File: config.mk
export PLATFORM = sky130hd
export DESIGN_NAME = iqcm_monitor
export DESIGN_NICKNAME = d
export VERILOG_FILES = /design/src/iqcm_pkg.sv /design/src/iqcm_sat_counter.sv /design/src/iqcm_tick_divider.sv /design/src/iqcm_monitor.sv
export SDC_FILE = /design/constraint.sdc
export NUM_CORES = 1
export LEC_CHECK = 0
export ABC_AREA = 1
export BUFFER_PORTS_ARGS = -buffer_cell sky130_fd_sc_hd__buf_2
export CAP_MARGIN = 20
export CORE_AREA = 4 4 137 139
export CTS_BUF_LIST = sky130_fd_sc_hd__clkbuf_2 sky130_fd_sc_hd__clkbuf_4 sky130_fd_sc_hd__clkbuf_8
export DETAILED_ROUTE_END_ITERATION = 10
export DIE_AREA = 0 0 141 143
export PLACE_DENSITY = 0.77
export SKIP_CTS_REPAIR_TIMING = 1
export SYNTH_ARGS = -nofsm -noshare
export SYNTH_HDL_FRONTEND = slang
export SYNTH_SLANG_ARGS = --single-unit
File: constraint.sdc
create_clock -name clk -period 3.7 [get_ports clk]
set_input_delay 0 -clock clk [delete_from_list [all_inputs] [get_ports clk]]
set_output_delay 0 -clock clk [all_outputs]
set_load 0.1 [all_outputs]
File: src/iqcm_pkg.sv
// Constants shared by the congestion monitor design files.
// Assumes a 32-bit APB port; fields are given LSB first.
package iqcm_pkg;

    // ------------------------------
    // Register map (byte addresses)
    // ------------------------------
    localparam logic [19:0] IQCM_OFF_THRESH   = 20'h13090; // Fill level and divisor
    localparam logic [19:0] IQCM_OFF_STATUS   = 20'h13094; // Hit count and limit
    localparam logic [19:0] IQCM_OFF_TIME     = 20'h13098; // Congested time count
    localparam logic [19:0] IQCM_OFF_INT_STAT = 20'h130A8; // Sticky event bits
    localparam logic [19:0] IQCM_OFF_INT_MASK = 20'h130AC; // Event enables

    // ------------------------------
    // Field layout
    // ------------------------------
    localparam int IQCM_HIT_COUNT_LSB = 16; // Depth hit count, bits [31:16]
    localparam int IQCM_HIT_LIMIT_LSB = 0;  // Hit count limit, bits [15:0]
    localparam int IQCM_DIVISOR_LSB   = 16; // Time tick divisor, bits [31:16]
    localparam int IQCM_FILL_LSB      = 12; // Fill level threshold, bits [15:12]
    localparam int IQCM_FILL_W        = 4;  // Width of the threshold field
    localparam int IQCM_INT_ALERT     = 0;  // Inbound fill alert event bit
    localparam int IQCM_INT_TIME_SAT  = 1;  // Congested time saturated event bit
    localparam int IQCM_INT_W         = 2;  // Number of event bits

    // ------------------------------
    // Values
    // ------------------------------
    localparam logic [15:0] IQCM_HIT_MAX      = 16'hFFFF;       // Hit count ceiling
    localparam logic [31:0] IQCM_TIME_MAX     = 32'h0000FFFF;   // Time count ceiling
    localparam logic [3:0]  IQCM_FILL_OFF     = 4'h0;           // Monitoring off
    localparam logic [3:0]  IQCM_FILL_RSVD    = 4'h8;           // First reserved code
    localparam logic [31:0] IQCM_RESET_VALUE  = 32'h00000000;   // All registers

endpackage : iqcm_pkg

File: src/iqcm_sat_counter.sv
// Saturating up/down counter with a software load and a clear.
// Assumes controls come from logic on clk.
`timescale 1ns/1ps

module iqcm_sat_counter
    import iqcm_pkg::*;
#(
    parameter int               WIDTH = 16,
    parameter logic [WIDTH-1:0] MAX   = '1
) (
    // Clock and control
    input  wire logic             clk,
    input  wire logic             nrst,
    input  wire logic             ce,
    // Controls, in falling priority
    input  wire logic             load,
    input  wire logic [WIDTH-1:0] loadValue,
    input  wire logic             clear,
    input  wire logic             inc,
    input  wire logic             dec,
    // Result
    output logic      [WIDTH-1:0] count
);

    // --------------------------------------------------------------------
    // Elaboration check
    // --------------------------------------------------------------------
    if (WIDTH < 2) begin : g_bad_width
        $error("iqcm_sat_counter: WIDTH must be at least 2");
    end

    // --------------------------------------------------------------------
    // Counter
    // --------------------------------------------------------------------
    // An increment that meets a clear is kept, so no event is lost
    always_ff @(posedge clk) begin
        if (!nrst) begin
            count <= '0;
        end else if (ce) begin
            if (load) begin
                count <= loadValue;
            end else if (clear) begin
                count <= inc ? WIDTH'(1) : '0;
            end else if (inc && !dec && count < MAX) begin
                count <= count + WIDTH'(1);
            end else if (dec && !inc && count != '0) begin
                count <= count - WIDTH'(1);
            end
        end
    end

endmodule // iqcm_sat_counter

File: src/iqcm_tick_divider.sv
// Cycle divider: one tick every N cycles of continuous run, N = divisor.
// Assumes run and divisor come from logic on clk.
`timescale 1ns/1ps

module iqcm_tick_divider
    import iqcm_pkg::*;
#(
    parameter int WIDTH = 16
) (
    // Clock and control
    input  wire logic             clk,
    input  wire logic             nrst,
    input  wire logic             ce,
    // Divider inputs
    input  wire logic             run,
    input  wire logic [WIDTH-1:0] divisor,
    // One-cycle tick
    output logic                  tick
);

    if (WIDTH < 1) begin : g_bad_width
        $error("iqcm_tick_divider: WIDTH must be at least 1");
    end

    logic [WIDTH-1:0] phase; // Cycles spent in the current period

    // A zero divisor never ticks
    assign tick = ce && run && divisor != '0 && phase == divisor - WIDTH'(1);

    // --------------------------------------------------------------------
    // Phase counter
    // --------------------------------------------------------------------
    // Restarts whenever run drops, so only continuous runs count
    always_ff @(posedge clk) begin
        if (!nrst) begin
            phase <= '0;
        end else if (ce) begin
            if (!run || tick || divisor == '0) begin
                phase <= '0;
            end else begin
                phase <= phase + WIDTH'(1);
            end
        end
    end

endmodule // iqcm_tick_divider

File: src/iqcm_monitor.sv
// Input queue congestion monitor for one switch port: APB registers,
// two counters and a level interrupt.
// Assumes queue fill, packet strobe and leak tick come from logic on clk.
`timescale 1ns/1ps

// Behaviour
// - Congested when buffers in use reach threshold
// - Count packet arrivals while congested
// - Depth hit count saturates at all ones
// - Software writes preset both counters
// - Clearing fill alert zeroes hit count
// - Zero hit limit disables hit counting
// - Unread hit count decrements each leak period
// - Hit count reaching limit raises alert
// - Hit count high half, limit low half
// - Time count steps every N congested cycles
// - Zero divisor stops the time count
// - Time count stops at its maximum
// - Reading time count returns then clears it
// - Divisor one ticks each cycle, all-ones 65535
// - Fill setting k means k plus one
module iqcm_monitor
    import iqcm_pkg::*;
#(
    parameter int ADDR_W = 20, // APB address width
    parameter int FILL_W = 4   // Width of the buffers-in-use count
) (
    // Clock, reset and enable
    input  wire logic              clk,
    input  wire logic              nrst,
    input  wire logic              ce,
    // APB slave
    input  wire logic [ADDR_W-1:0] paddr,
    input  wire logic              psel,
    input  wire logic              penable,
    input  wire logic              pwrite,
    input  wire logic [31:0]       pwdata,
    output logic      [31:0]       prdata,
    output logic                   pready,
    output logic                   pslverr,
    // Input queue observation
    input  wire logic [FILL_W-1:0] bufsInUse,
    input  wire logic              pktReceived,
    input  wire logic              leakPeriodTick,
    // Results
    output logic                   congested,
    output logic                   irq
);

    // --------------------------------------------------------------------
    // Elaboration checks
    // --------------------------------------------------------------------
    if (ADDR_W < 17) begin : g_bad_addr
        $error("iqcm_monitor: ADDR_W too small for the register map");
    end
    if (FILL_W < IQCM_FILL_W) begin : g_bad_fill
        $error("iqcm_monitor: FILL_W cannot hold a fill of eight");
    end

    // --------------------------------------------------------------------
    // Declarations
    // --------------------------------------------------------------------
    logic [15:0]           timeDivisor;    // Cycles per congested time step
    logic [IQCM_FILL_W-1:0] fillLevel;     // Fill level threshold setting
    logic [15:0]           hitLimit;       // Hit count limit
    logic [15:0]           hitCount;       // Depth hit count
    logic [31:0]           timeCount;      // Congested time count
    logic [IQCM_INT_W-1:0] intStatus;      // Sticky event bits
    logic [IQCM_INT_W-1:0] intMask;        // Event enables
    logic                  readSinceLeak;  // Hit count read this leak period
    logic                  rdValid;        // prdata holds the answer
    logic                  nowCongested;   // Combinational congestion state
    logic                  timeTick;       // Time step from the divider
    logic [FILL_W-1:0]     fillNeeded;     // Buffers that mean congestion
    logic                  capture;        // Read data being latched
    logic                  wrDone;         // Write completes this edge
    logic                  selThresh;      // Address decodes
    logic                  selStatus;
    logic                  selTime;
    logic                  selIntStat;
    logic                  selIntMask;
    logic                  mapped;         // Any register addressed
    logic                  alertClear;     // Written one to the alert bit
    logic                  hitEvent;       // Hit count at or past limit
    logic                  hitInc;         // Packet arrival to count
    logic                  hitDec;         // Leak decrement due
    logic [31:0]           next_prdata;    // Read mux

    // --------------------------------------------------------------------
    // Address decode and handshake
    // --------------------------------------------------------------------
    assign selThresh  = paddr == ADDR_W'(IQCM_OFF_THRESH);
    assign selStatus  = paddr == ADDR_W'(IQCM_OFF_STATUS);
    assign selTime    = paddr == ADDR_W'(IQCM_OFF_TIME);
    assign selIntStat = paddr == ADDR_W'(IQCM_OFF_INT_STAT);
    assign selIntMask = paddr == ADDR_W'(IQCM_OFF_INT_MASK);
    assign mapped     = selThresh | selStatus | selTime | selIntStat | selIntMask;

    // Read data is latched one edge before the answer, so prdata is a flop
    assign capture = ce && psel && !rdValid;
    // Ready waits for the latch; a frozen block holds the bus
    assign pready  = ce && psel && penable && rdValid;
    assign pslverr = pready && !mapped;
    assign wrDone  = pready && pwrite && mapped;

    // Tracks whether prdata already holds this transfer's answer
    always_ff @(posedge clk) begin
        if (!nrst) begin
            rdValid <= 1'b0;
        end else if (ce) begin
            if (pready) begin
                rdValid <= 1'b0;
            end else if (capture) begin
                rdValid <= 1'b1;
            end
        end
    end

    // Read mux; reserved and unmapped bits read as zero
    always_comb begin
        next_prdata = IQCM_RESET_VALUE;
        if (selThresh) begin
            next_prdata[IQCM_DIVISOR_LSB +: 16]        = timeDivisor;
            next_prdata[IQCM_FILL_LSB +: IQCM_FILL_W]  = fillLevel;
        end else if (selStatus) begin
            next_prdata[IQCM_HIT_COUNT_LSB +: 16] = hitCount;
            next_prdata[IQCM_HIT_LIMIT_LSB +: 16] = hitLimit;
        end else if (selTime) begin
            next_prdata = timeCount;
        end else if (selIntStat) begin
            next_prdata[IQCM_INT_W-1:0] = intStatus;
        end else if (selIntMask) begin
            next_prdata[IQCM_INT_W-1:0] = intMask;
        end
    end

    // Read data register, latched once per transfer
    always_ff @(posedge clk) begin
        if (!nrst) begin
            prdata <= IQCM_RESET_VALUE;
        end else if (capture) begin
            prdata <= pwrite ? IQCM_RESET_VALUE : next_prdata;
        end
    end

    // --------------------------------------------------------------------
    // Configuration registers
    // --------------------------------------------------------------------
    // Threshold register: divisor and fill level
    always_ff @(posedge clk) begin
        if (!nrst) begin
            timeDivisor <= '0;
            fillLevel   <= '0;
        end else if (ce && wrDone && selThresh) begin
            timeDivisor <= pwdata[IQCM_DIVISOR_LSB +: 16];
            fillLevel   <= pwdata[IQCM_FILL_LSB +: IQCM_FILL_W];
        end
    end

    // Hit limit shares the status word with the hit count
    always_ff @(posedge clk) begin
        if (!nrst) begin
            hitLimit <= '0;
        end else if (ce && wrDone && selStatus) begin
            hitLimit <= pwdata[IQCM_HIT_LIMIT_LSB +: 16];
        end
    end

    // Interrupt mask
    always_ff @(posedge clk) begin
        if (!nrst) begin
            intMask <= '0;
        end else if (ce && wrDone && selIntMask) begin
            intMask <= pwdata[IQCM_INT_W-1:0];
        end
    end

    // --------------------------------------------------------------------
    // Congestion detection
    // --------------------------------------------------------------------
    // Setting k needs k+1 buffers; off and reserved codes never match
    assign fillNeeded   = FILL_W'(fillLevel) + FILL_W'(1);
    assign nowCongested = fillLevel != IQCM_FILL_OFF
                       && fillLevel < IQCM_FILL_RSVD
                       && bufsInUse >= fillNeeded;

    // Registered copy for the outside world
    always_ff @(posedge clk) begin
        if (!nrst) begin
            congested <= 1'b0;
        end else if (ce) begin
            congested <= nowCongested;
        end
    end

    // --------------------------------------------------------------------
    // Depth hit count
    // --------------------------------------------------------------------
    assign alertClear = wrDone && selIntStat && pwdata[IQCM_INT_ALERT];
    // Counting is off while the limit is zero
    assign hitInc = pktReceived && nowCongested && hitLimit != '0;
    assign hitDec = leakPeriodTick && !readSinceLeak;

    // Notes whether software looked at the count in this leak period;
    // a read landing on the leak tick counts for the next period
    always_ff @(posedge clk) begin
        if (!nrst) begin
            readSinceLeak <= 1'b0;
        end else if (ce) begin
            if (capture && !pwrite && selStatus) begin
                readSinceLeak <= 1'b1;
            end else if (leakPeriodTick) begin
                readSinceLeak <= 1'b0;
            end
        end
    end

    iqcm_sat_counter #(
        .WIDTH (16),
        .MAX   (IQCM_HIT_MAX)
    ) u_hit_count (
        .clk       (clk),
        .nrst      (nrst),
        .ce        (ce),
        .load      (wrDone && selStatus),
        .loadValue (pwdata[IQCM_HIT_COUNT_LSB +: 16]),
        .clear     (alertClear),
        .inc       (hitInc),
        .dec       (hitDec),
        .count     (hitCount)
    );

    // --------------------------------------------------------------------
    // Congested time count
    // --------------------------------------------------------------------
    // Divider restarts when congestion breaks, so steps need a run of N
    iqcm_tick_divider #(
        .WIDTH (16)
    ) u_time_tick (
        .clk     (clk),
        .nrst    (nrst),
        .ce      (ce),
        .run     (nowCongested),
        .divisor (timeDivisor),
        .tick    (timeTick)
    );

    // Read-clear happens as the answer is latched, so no step is lost
    // between the value shown and the clear
    iqcm_sat_counter #(
        .WIDTH (32),
        .MAX   (IQCM_TIME_MAX)
    ) u_time_count (
        .clk       (clk),
        .nrst      (nrst),
        .ce        (ce),
        .load      (wrDone && selTime),
        .loadValue (pwdata),
        .clear     (capture && !pwrite && selTime),
        .inc       (timeTick),
        .dec       (1'b0),
        .count     (timeCount)
    );

    // --------------------------------------------------------------------
    // Interrupt status and output
    // --------------------------------------------------------------------
    assign hitEvent = hitLimit != '0 && hitCount >= hitLimit;

    // Sticky bits; a set in the clearing cycle wins over the clear
    always_ff @(posedge clk) begin
        if (!nrst) begin
            intStatus <= '0;
        end else if (ce) begin
            if (wrDone && selIntStat) begin
                intStatus <= intStatus & ~pwdata[IQCM_INT_W-1:0];
            end
            if (hitEvent) begin
                intStatus[IQCM_INT_ALERT] <= 1'b1;
            end
            if (timeCount >= IQCM_TIME_MAX) begin
                intStatus[IQCM_INT_TIME_SAT] <= 1'b1;
            end
        end
    end

    // Level interrupt while any enabled event is pending
    assign irq = |(intStatus & intMask);

endmodule // iqcm_monitor

==> out/metrics.cfg, run 1 <==
[sta]
min_period_ns = 3.405
setup_violations = 0
tightest_slew_ns = 0.7966
period_share = 0.9203
hold_viol_final = 6
holdWs_ns = -0.01037
fmax_mhz = 293.7
finClkSkew_ns = 0.01306
maxSlewHeadroom = 0.4675
final_max_slew_viol_count = 0

[clock_network]
cts_buffers = 17
insertion_delay_ns = 0.47
cts_htree_levels = 4
cts_root_buf = clkbuf_8
cts.clk_slew.worst_paths_ns = 0.08
numClockSinks = 139
cts_tree = yes
cts_max_path_buffers = 2

[die]
num_rows = 49
die_x_um = 141
die_area_um2 = 20160
dieHeight_um = 143
start_util = 0.5516
core_area_um2 = 17660
pin_count = 100

[global_routing]
grt_pass1_wl_um = 50810
grt_start_max_net_pins = 57
antenna_found_initial = 0
grt_overflow = 0
track_usage = 0.3200
first_global_vias = 9482

[layout]
final_util = 0.6331
seq_area_um2 = 2784
multiInputGateArea_um2 = 5991
fin_nets = 1757
fillCellCount = 1684
area_delta_synth_final_pct = 14.79
antenna_cells = 0
layout-drive-gt1-share = 0.1226

[route]
ant_nets = 0
drcViolationCount = 0
num_vias = 10710
finalWirelength_um = 32970
drtPass1Iterations = 5
avgViaCountPerCell = 5.659
post_drt_wl_per_cell_um = 17.41
drtIter0Drc = 1033

[power]
leakage_nw = 5.148
power.density_nw_per_um2 = 302.8
peakVddDrop_v = 0.0002379

[critical_path]
critical_path_class = flip-flop to flip-flop
r2r_cells = 23
cp-endpoint = u_hit_count.count[13]
required_ns = 4.07
endpoint_kind = flip-flop
crit_fanout = 9
crit_path_start = fillLevel[0]
rrSetupSlack_ns = 0.29
reg2reg_from = fillLevel[0]
worstPathArrival_ns = 3.77
rr_endpoint = u_hit_count.count[13]
startpoint_type = flip-flop

[yosys]
async_flop_share = 0
ys_seq_area_frac = 0.2857
synth_fp_nets = 1638
syn_area_per_cell_um2 = 6.357
yosys_warnings = 0
synthTopCellsByArea = dfxtp_1 (29%), nand2_1 (15%), nor2_1 (8.1%)
synth-seq-cells = 139
yosysTopAreaCell = dfxtp_1
synth_top_area_share = 0.2857
synth_edf_count = 0
yosysUniqueCellTypes = 48
synthFlopType = dfxtp_1
syn_area_um2 = 9739
postSynthCellCount = 1532

[placement]
numPortBuffers = 99
hpwl_um = 24950
routabilityCongestion = 0.9720

[status]
failed_checks = negative hold slack
run_status = finished with violations

[worst_hold_path]
min_path_type = primary input to flip-flop
min_from = nrst

[run]
drv_cap = 0

where the power goes:
group	switching [W]	internal [W]	total (W)
Clock	0.000663	0.000548	0.00121
Sequential	0.0000422	0.00151	0.00156
Combinational	0.000380	0.000238	0.000617
Total	0.00108	0.00230	0.00339
registers in the layout (all words and copies together), names as in the netlist:
name and count:
prdata 32, timeDivisor 16, intStatus 2, rdValid 1, u_hit_count.count 16, congested 1
readSinceLeak 1, fillLevel 4, hitLimit 16, intMask 2, u_time_count.count 32, u_time_tick.phase 16
cell usage after synthesis (5+ instances only):
master and count:
o221ai_1 13, o211ai_1 18, o21ai_0 53, a211oi_1 39, dfxtp_1 139, nor3_1 19, ha_1 41, buf_2 22
o22ai_1 8, a21boi_1 6, nor2_2 11, nor2_1 210, o21ai_1 5, inv_1 172, xnor2_1 13, nor4_1 12
xor2_1 36, nand3b_1 8, clkbuf_1 29, buf_6 8, nand4_1 27, a21oi_1 99, nand3_1 100, nand2_1 397
inv_2 5
per-layer routing:
layer / share of wire / vias up / GRT usage
met4: 0.045 / 0 / 0.1407
met2: 0.46 / 465 / 0.5257
met3: 0.075 / 89 / 0.05995
li1: - / 5261 / -
met1: 0.42 / 4898 / 0.4121
met5: 0 / - / 0
metrics by stage:
step | setup WS, ns | setup TNS [ns] | cell area (um2) | instances | total power, W
4_1_cts | 0.1358 | 0 | 10740 | 1852 | 0.003346
2_1_floorplan | 0.2943 | 0 | 9739 | 1532 | 0.001968
5_1_grt | -0.002535 | -0.002535 | 11180 | 1893 | 0.003535
3_5_place_dp | 0.1620 | 0 | 10380 | 1820 | 0.002164
6_report | 0.2949 | 0 | 11180 | 1893 | 0.003386
3_3_place_gp | 0.2249 | 0 | 10380 | 1820 | 0.002159
worst max-delay path, cell delays in order (launching register included):
cell,delay [ns]
dfxtp_1,0.38
inv_1,0.09
ha_1,0.28
inv_1,0.04
ha_1,0.28
nand2_1,0.05
nand2_1,0.05
nand2_1,0.04
nand3_1,0.08
nand2_1,0.12
nor2_2,0.16
nand2_2,0.14
buf_4,0.22
ha_2,0.38
nand2_1,0.08
inv_1,0.09
nand2_1,0.05
or3_1,0.36
nand2_1,0.07
nand2_1,0.05
nand3_1,0.09
nand2_1,0.05
nor2_1,0.09
nor2_1,0.05
how the worst min path moves through the flow:
stage	end	slack [ns]	cells past startpoint
6_report	prdata[23]	-0.01	3
5_1_grt	prdata[26]	0.03	3
4_1_cts	timeDivisor[7]	-0.19	3
3_5_place_dp	timeDivisor[7]	0.31	3
3_3_place_gp	timeDivisor[7]	0.30	3
2_1_floorplan	fillLevel[0]	0.18	2
cell usage in the layout, fill, tap and decap left out, drive strengths merged, types with 13 or more instances in the layout:
master / synthesis / layout
nand2: 402 / 402
nor2: 226 / 226
inv: 177 / 180
dfxtp: 139 / 139
buf: 33 / 126
nand3: 104 / 104
a21oi: 100 / 100
o21ai: 58 / 58
ha: 41 / 41
a211oi: 39 / 39
xor2: 36 / 36
dlygate4sd3: 0 / 36
nand4: 29 / 29
nor3: 19 / 19
o211ai: 18 / 18
clkbuf: 29 / 18
xnor2: 13 / 13
o221ai: 13 / 13
nor4: 13 / 13
cell type report:
cell class,count,area share
clock buffer,18,0.02216
clock inverter,14,0.01074
inverter,179,0.06010
multi-input combinational,1152,0.5359
sequential,139,0.2490
tap,229,0.02563
timing repair buffer,162,0.09647
logic make-up after synthesis:
group,share of synthesized area
buffers and inverters,0.1023
and+or+nand+nor,0.3552
adders and majority gates,0.05473
AOI/OAI and AO/OA,0.1580
xor gates and xnor gates,0.04406
DFF,0.2857
Power figures use the tool's default switching activity.
==> run 2: changes to the inputs <==
==> constraint.sdc (replaced) <==
create_clock -name clk -period 3.7 [get_ports clk]
set_input_delay 0.185 -clock clk [delete_from_list [all_inputs] [get_ports clk]]
set_output_delay 0.185 -clock clk [all_outputs]
set_load 0.1 [all_outputs]
==> run 2 against run 1 <==
First-iteration DRC count is 4.4% higher. The run now ends clean. Clock skew down 0.00094 ns. Clock-buffer cell count grew 2. Non-clock buffer count is 42 lower. Utilization is 2.0 points lower. Hold slack gained 0.036 ns. Global-route usage barely moved. Flip-flop and latch count stayed put. Sequential power is essentially flat. Critical path depth is 2 higher. Power rose by 4.0%.
==> out/metrics.cfg, run 2 (synthesis results as in run 1) <==
[status]
run_status = finished, final reports clean

[die]
start_util = 0.5516  ; unchanged
core_area_um2 = 17660  ; unchanged
dieHeight_um = 143  ; unchanged
die_x_um = 141  ; unchanged
pin_count = 100  ; unchanged
die_area_um2 = 20160  ; unchanged
num_rows = 49  ; unchanged

[global_routing]
grt_pass1_wl_um = 50490  ; -0.64%
track_usage = 0.3201  ; about the same
first_global_vias = 9442  ; -0.42%
grt_overflow = 0  ; unchanged
antenna_found_initial = 0  ; unchanged
grt_start_max_net_pins = 51  ; -11%

[sta]
maxSlewHeadroom = 0.4876  ; +0.02016
final_max_slew_viol_count = 0  ; unchanged
tightest_slew_ns = 0.7678  ; -0.02883 ns
tns_ns = 0  ; unchanged
period_share = 0.9400  ; +0.01975
fmax_mhz = 287.5  ; -2.1%
finClkSkew_ns = 0.01211  ; -0.0009446 ns
setup_slack_ns = 0.2218  ; -0.07307 ns
holdWs_ns = 0.02582  ; +0.03619 ns
min_period_ns = 3.478  ; +0.07307 ns
setup_violations = 0  ; unchanged
hold_viol_final = 0  ; -6

[power]
pwr-share-seq = 0.444  ; -0.016
peakVddDrop_v = 0.0002550  ; +7.2%
power.density_nw_per_um2 = 325.1  ; +7.3%
swShare = 0.2958  ; -0.02465
intPower_w = 0.002480  ; +7.8%
p_clk_frac = 0.388  ; +0.030
power.switching_w = 0.001042  ; -4.0%
pwr-share-comb = 0.168  ; -0.014
leakage_nw = 5.001  ; -2.9%

[layout]
area_delta_synth_final_pct = 11.24
antenna_cells = 0  ; unchanged
reg.largest.list = prdata x32, u_time_count.count x32
final_common_cell = nand2_1
layout-drive-gt1-share = 0.1235  ; +0.0009369
final_area_um2 = 10830  ; -3.1%
fin_nets = 1715  ; -2.4%
fillCellCount = 1763  ; +4.7%
final_cell_mix = nand2_1 (396), nor2_1 (207), inv_1 (171)

[placement]
dp_slack_ns = 0.07832  ; -0.08365 ns
hpwl_um = 25020  ; +0.30%
placed_cell_area_um2 = 10360  ; -0.14%
routabilityCongestion = 0.9722  ; about the same
numPortBuffers = 99  ; unchanged

[clock_network]
cts_buffers = 17  ; unchanged
cts.clk_slew.worst_paths_ns = 0.08  ; about the same
cts_root_buf = clkbuf_8
insertion_delay_ns = 0.48  ; about the same
cts_htree_levels = 4  ; unchanged
numClockSinks = 139  ; unchanged
cts_max_path_buffers = 2  ; unchanged
cts_tree = yes

[route]
avgViaCountPerCell = 5.673  ; +0.24%
num_vias = 10480  ; -2.1%
drcViolationCount = 0  ; unchanged
drtIter0Drc = 1078  ; +4.4%
drtPass1Iterations = 5  ; unchanged
finalWirelength_um = 32470  ; -1.5%
ant_nets = 0  ; unchanged
post_drt_wl_per_cell_um = 17.57  ; +0.89%

[critical_path]
critical_path_class = flip-flop to flip-flop
endpoint_kind = flip-flop
crit_fanout = 8  ; -1
worstPathArrival_ns = 3.85  ; +0.08 ns
required_ns = 4.07  ; about the same
startpoint_type = flip-flop

[run]
drv_cap = 0  ; unchanged

[worst_hold_path]
min_path_type = primary input to flip-flop

-- run 2: final cells by class --
type	instances	area [um2]	area share
Multi-Input combinational cell	1152	6006	0.5543
Sequential cell	139	2786	0.2572
Timing Repair Buffer	120	673.1	0.06213
Inverter	179	671.9	0.06202
Tap cell	229	286.5	0.02645
Clock buffer	20	262.8	0.02425
Clock inverter	9	147.6	0.01363
-- run 2: worst max-delay path: stages (launching register included) --
cell     delay [ns]
dfxtp_2        0.36
inv_1          0.08
ha_1           0.28
inv_1          0.05
ha_1           0.30
nand2_1        0.06
nand2_1        0.05
nand2_1        0.06
nand3_1        0.09
nand2_1        0.13
nor2_4         0.17
nand2_2        0.10
buf_4          0.18
ha_1           0.32
a21oi_1        0.21
o21ai_1        0.09
nand2_1        0.07
nand4_1        0.21
nand2_1        0.12
nand2_1        0.07
nor2_1         0.09
nor2_1         0.05
nand2_1        0.05
nand2_1        0.04
nor2_1         0.08
nor2_1         0.06
-- run 2: layer usage --
| metal | GRT usage | share of wire | vias up |
|---|---|---|---|
| li1 | - | - | 5185 |
| met1 | 0.4161 | 0.42 | 4701 |
| met2 | 0.5244 | 0.46 | 511 |
| met3 | 0.05492 | 0.085 | 86 |
| met4 | 0.1428 | 0.042 | 0 |
| met5 | 0 | 0 | - |
-- run 2: power by group through the flow --
stage,Clock (W),Combinational [W],Sequential [W]
floorplan,0,0.000397,0.00157
global placement,0,0.000561,0.00159
detailed placement,0,0.000567,0.00160
CTS,0.00137,0.000570,0.00156
global route,0.00143,0.000659,0.00156
finish,0.00137,0.000591,0.00156
-- run 2: stage by stage --
step	util	std cells	power, W
floorplan	-	1532	0.001968
global placement	0.5868	1818	0.002156
detailed placement	0.5868	1818	0.002163
CTS	0.6100	1847	0.003501
global route	0.6136	1848	0.003653
finish	0.6136	1848	0.003522
-- run 2: path summary, 6_finish.rpt --
kind,start,end,slack [ns],cells after the start
max,fillLevel[0],u_hit_count.count[12],0.22,25
min,pwdata[0],intMask[0],0.03,3
max reg2reg,fillLevel[0],u_hit_count.count[12],0.22,25
min reg2reg,prdata[23],prdata[23],0.46,2
==> run 3: changes to the inputs <==
--- a/config.mk
+++ b/config.mk
@@ -8,11 +8,11 @@
 export ABC_AREA = 1
 export BUFFER_PORTS_ARGS = -buffer_cell sky130_fd_sc_hd__buf_2
 export CAP_MARGIN = 20
-export CORE_AREA = 4 4 137 139
-export CTS_BUF_LIST = sky130_fd_sc_hd__clkbuf_2 sky130_fd_sc_hd__clkbuf_4 sky130_fd_sc_hd__clkbuf_8
+export CORE_AREA = 4 4 139 141
+export CTS_BUF_LIST = sky130_fd_sc_hd__clkbuf_8 sky130_fd_sc_hd__clkbuf_16
 export DETAILED_ROUTE_END_ITERATION = 10
-export DIE_AREA = 0 0 141 143
-export PLACE_DENSITY = 0.77
+export DIE_AREA = 0 0 143 145
+export PLACE_DENSITY = 0.75
 export SKIP_CTS_REPAIR_TIMING = 1
 export SYNTH_ARGS = -nofsm -noshare
 export SYNTH_HDL_FRONTEND = slang
==> run 3 against run 2 <==
Register-to-register slack improved by 0.03 ns. Worst setup slack better by 0.027 ns. Non-clock buffer count shrank 3. Cell count about the same. Utilization grew 0.34 points. Clock power is 32% higher. Clock skew shrank 0.0039 ns. Final area up 2.3%. Global-route usage is 1.1 points lower. Clock-buffer cell count shrank 2. Wire length is 1.6% higher. First-iteration DRC count up 5.9%. Critical path type unchanged. Largest cell class unchanged.
==> out/metrics.cfg, run 3 (synthesis results as in run 1) <==
[status]
run_status = finished, final reports clean

[worst_hold_path]
min_path_type = primary input to flip-flop
holdPathStages = 3  ; unchanged

[critical_path]
required_ns = 4.02  ; -0.05 ns
critical_path_class = flip-flop to flip-flop
endpoint_kind = flip-flop
rr_endpoint = u_hit_count.count[12]
path_common_cell = nand2_1
crit_fanout = 19  ; +11
startpoint_type = flip-flop
critPathMaxStageDelay_ns = 0.39  ; +0.03 ns
worstPathArrival_ns = 3.78  ; -0.07 ns
cp-endpoint = u_hit_count.count[12]
crit_path_start = fillLevel[0]
reg2reg_from = fillLevel[0]
rrSetupSlack_ns = 0.25  ; +0.03 ns
crit_slowest_cell = dfxtp_1
r2r_cells = 25  ; unchanged

[sta]
maxSlewHeadroom = 0.3672  ; -0.1204
holdWs_ns = 0.06888  ; +0.04306 ns
final_max_slew_viol_count = 0  ; unchanged
tightest_slew_ns = 0.9478  ; +0.1800 ns
min_period_ns = 3.451  ; -0.02738 ns
rsz0062_at_grt = no
period_share = 0.9326  ; -0.007401
fmax_mhz = 289.8  ; +0.79%
setup_violations = 0  ; unchanged
finClkSkew_ns = 0.008227  ; -0.003885 ns
tns_ns = 0  ; unchanged
hold_viol_final = 0  ; unchanged

[layout]
reg.largest.list = prdata x32, u_time_count.count x32
area_delta_synth_final_pct = 13.80
final_cell_mix = nand2_1 (396), nor2_1 (209), inv_1 (172)
final_common_cell = nand2_1
layout-drive-gt1-share = 0.1229  ; -0.0006177
fin_nets = 1712  ; -0.17%

[placement]
routabilityCongestion = 0.9731  ; about the same
numPortBuffers = 99  ; unchanged
hpwl_um = 25070  ; +0.20%

[power]
power.density_nw_per_um2 = 358.9  ; +10%
leakage_nw = 5.068  ; +1.3%
peakVddDrop_v = 0.0003387  ; +33%

[clock_network]
numClockSinks = 139  ; unchanged
cts_root_buf = clkbuf_16
cts.clk_slew.worst_paths_ns = 0.06  ; -0.02 ns
cts_buffers = 17  ; unchanged
cts_htree_levels = 4  ; unchanged
cts_max_path_buffers = 2  ; unchanged
cts_tree = yes
insertion_delay_ns = 0.43  ; -0.05 ns

[die]
pin_count = 100  ; unchanged
dieHeight_um = 145  ; +1.4%
die_x_um = 143  ; +1.4%
num_rows = 49  ; unchanged
core_area_um2 = 17960  ; +1.7%
die_area_um2 = 20740  ; +2.8%
start_util = 0.5422  ; -0.009413

[global_routing]
grt_overflow = 0  ; unchanged
antenna_found_initial = 0  ; unchanged
first_global_vias = 9608  ; +1.8%
grt_pass1_wl_um = 51180  ; +1.4%
grt_start_max_net_pins = 52  ; +2.0%
track_usage = 0.3096  ; -0.01052

[route]
avgViaCountPerCell = 5.737  ; +1.1%
drtIter0Drc = 1142  ; +5.9%
drtPass1Iterations = 7  ; +2
num_vias = 10610  ; +1.2%
ant_nets = 0  ; unchanged
post_drt_wl_per_cell_um = 17.84  ; +1.5%
finalWirelength_um = 32990  ; +1.6%
drcViolationCount = 0  ; unchanged

[run]
drv_cap = 0  ; unchanged

-- run 3: worst max-delay path: cells and delay by family (launching register included) --
kind                       cells  cell delay (ns)
buffers and inverters          3             0.34
and+or+nand+nor               17             1.43
adders and majority gates      3             0.91
DFF                            1             0.39
AOI/OAI and AO/OA              2             0.30
-- run 3: where the power goes --
part           switching, W  internal [W]
clock              0.000733       0.00108
sequential        0.0000465       0.00152
combinational      0.000374      0.000227
total               0.00115       0.00282
-- run 3: worst min path at each step --
stage	start	endpoint	slack [ns]
2_1_floorplan	pwdata[12]	fillLevel[0]	0.36
3_3_place_gp	prdata[17]	prdata[17]	0.45
3_5_place_dp	prdata[29]	prdata[29]	0.45
4_1_cts	pwdata[21]	timeDivisor[5]	0.06
5_1_grt	pwdata[23]	timeDivisor[7]	0.06
6_report	pwdata[23]	timeDivisor[7]	0.07
-- run 3: final cells by class --
class                   instances  area (um2)
diodes                          1       2.502
clock buffers                  18       439.2
clock inverters                14       170.2
fillers                      1707        6880
inverters                     179       671.9
multi-input cells            1152        6080
flip-flops and latches        139        2783
well taps                     229       286.5
repair buffers                117       650.6
-- run 3: through the flow --
stage	setup WS [ns]	std cells	power (W)	utilization	area, um2
after global placement	0.3241	1815	0.002148	0.5755	10340
final	0.2492	1849	0.003977	0.6170	11080
after global routing	0.001875	1848	0.004123	0.6168	11080
after CTS	0.1771	1847	0.003942	0.6095	10950
after detailed placement	0.2339	1815	0.002154	0.5755	10340
after floorplan	0.2943	1532	0.001968	-	9739
-- run 3: layer usage --
layer	global-route usage	wire, um	vias to the layer above	share of wire
met3	0.05232	2687	89	0.081
li1	-	-	5187	-
met2	0.4836	14880	524	0.45
met4	0.1459	1636	0	0.050
met5	0	0	-	0
met1	0.4150	13790	4807	0.42
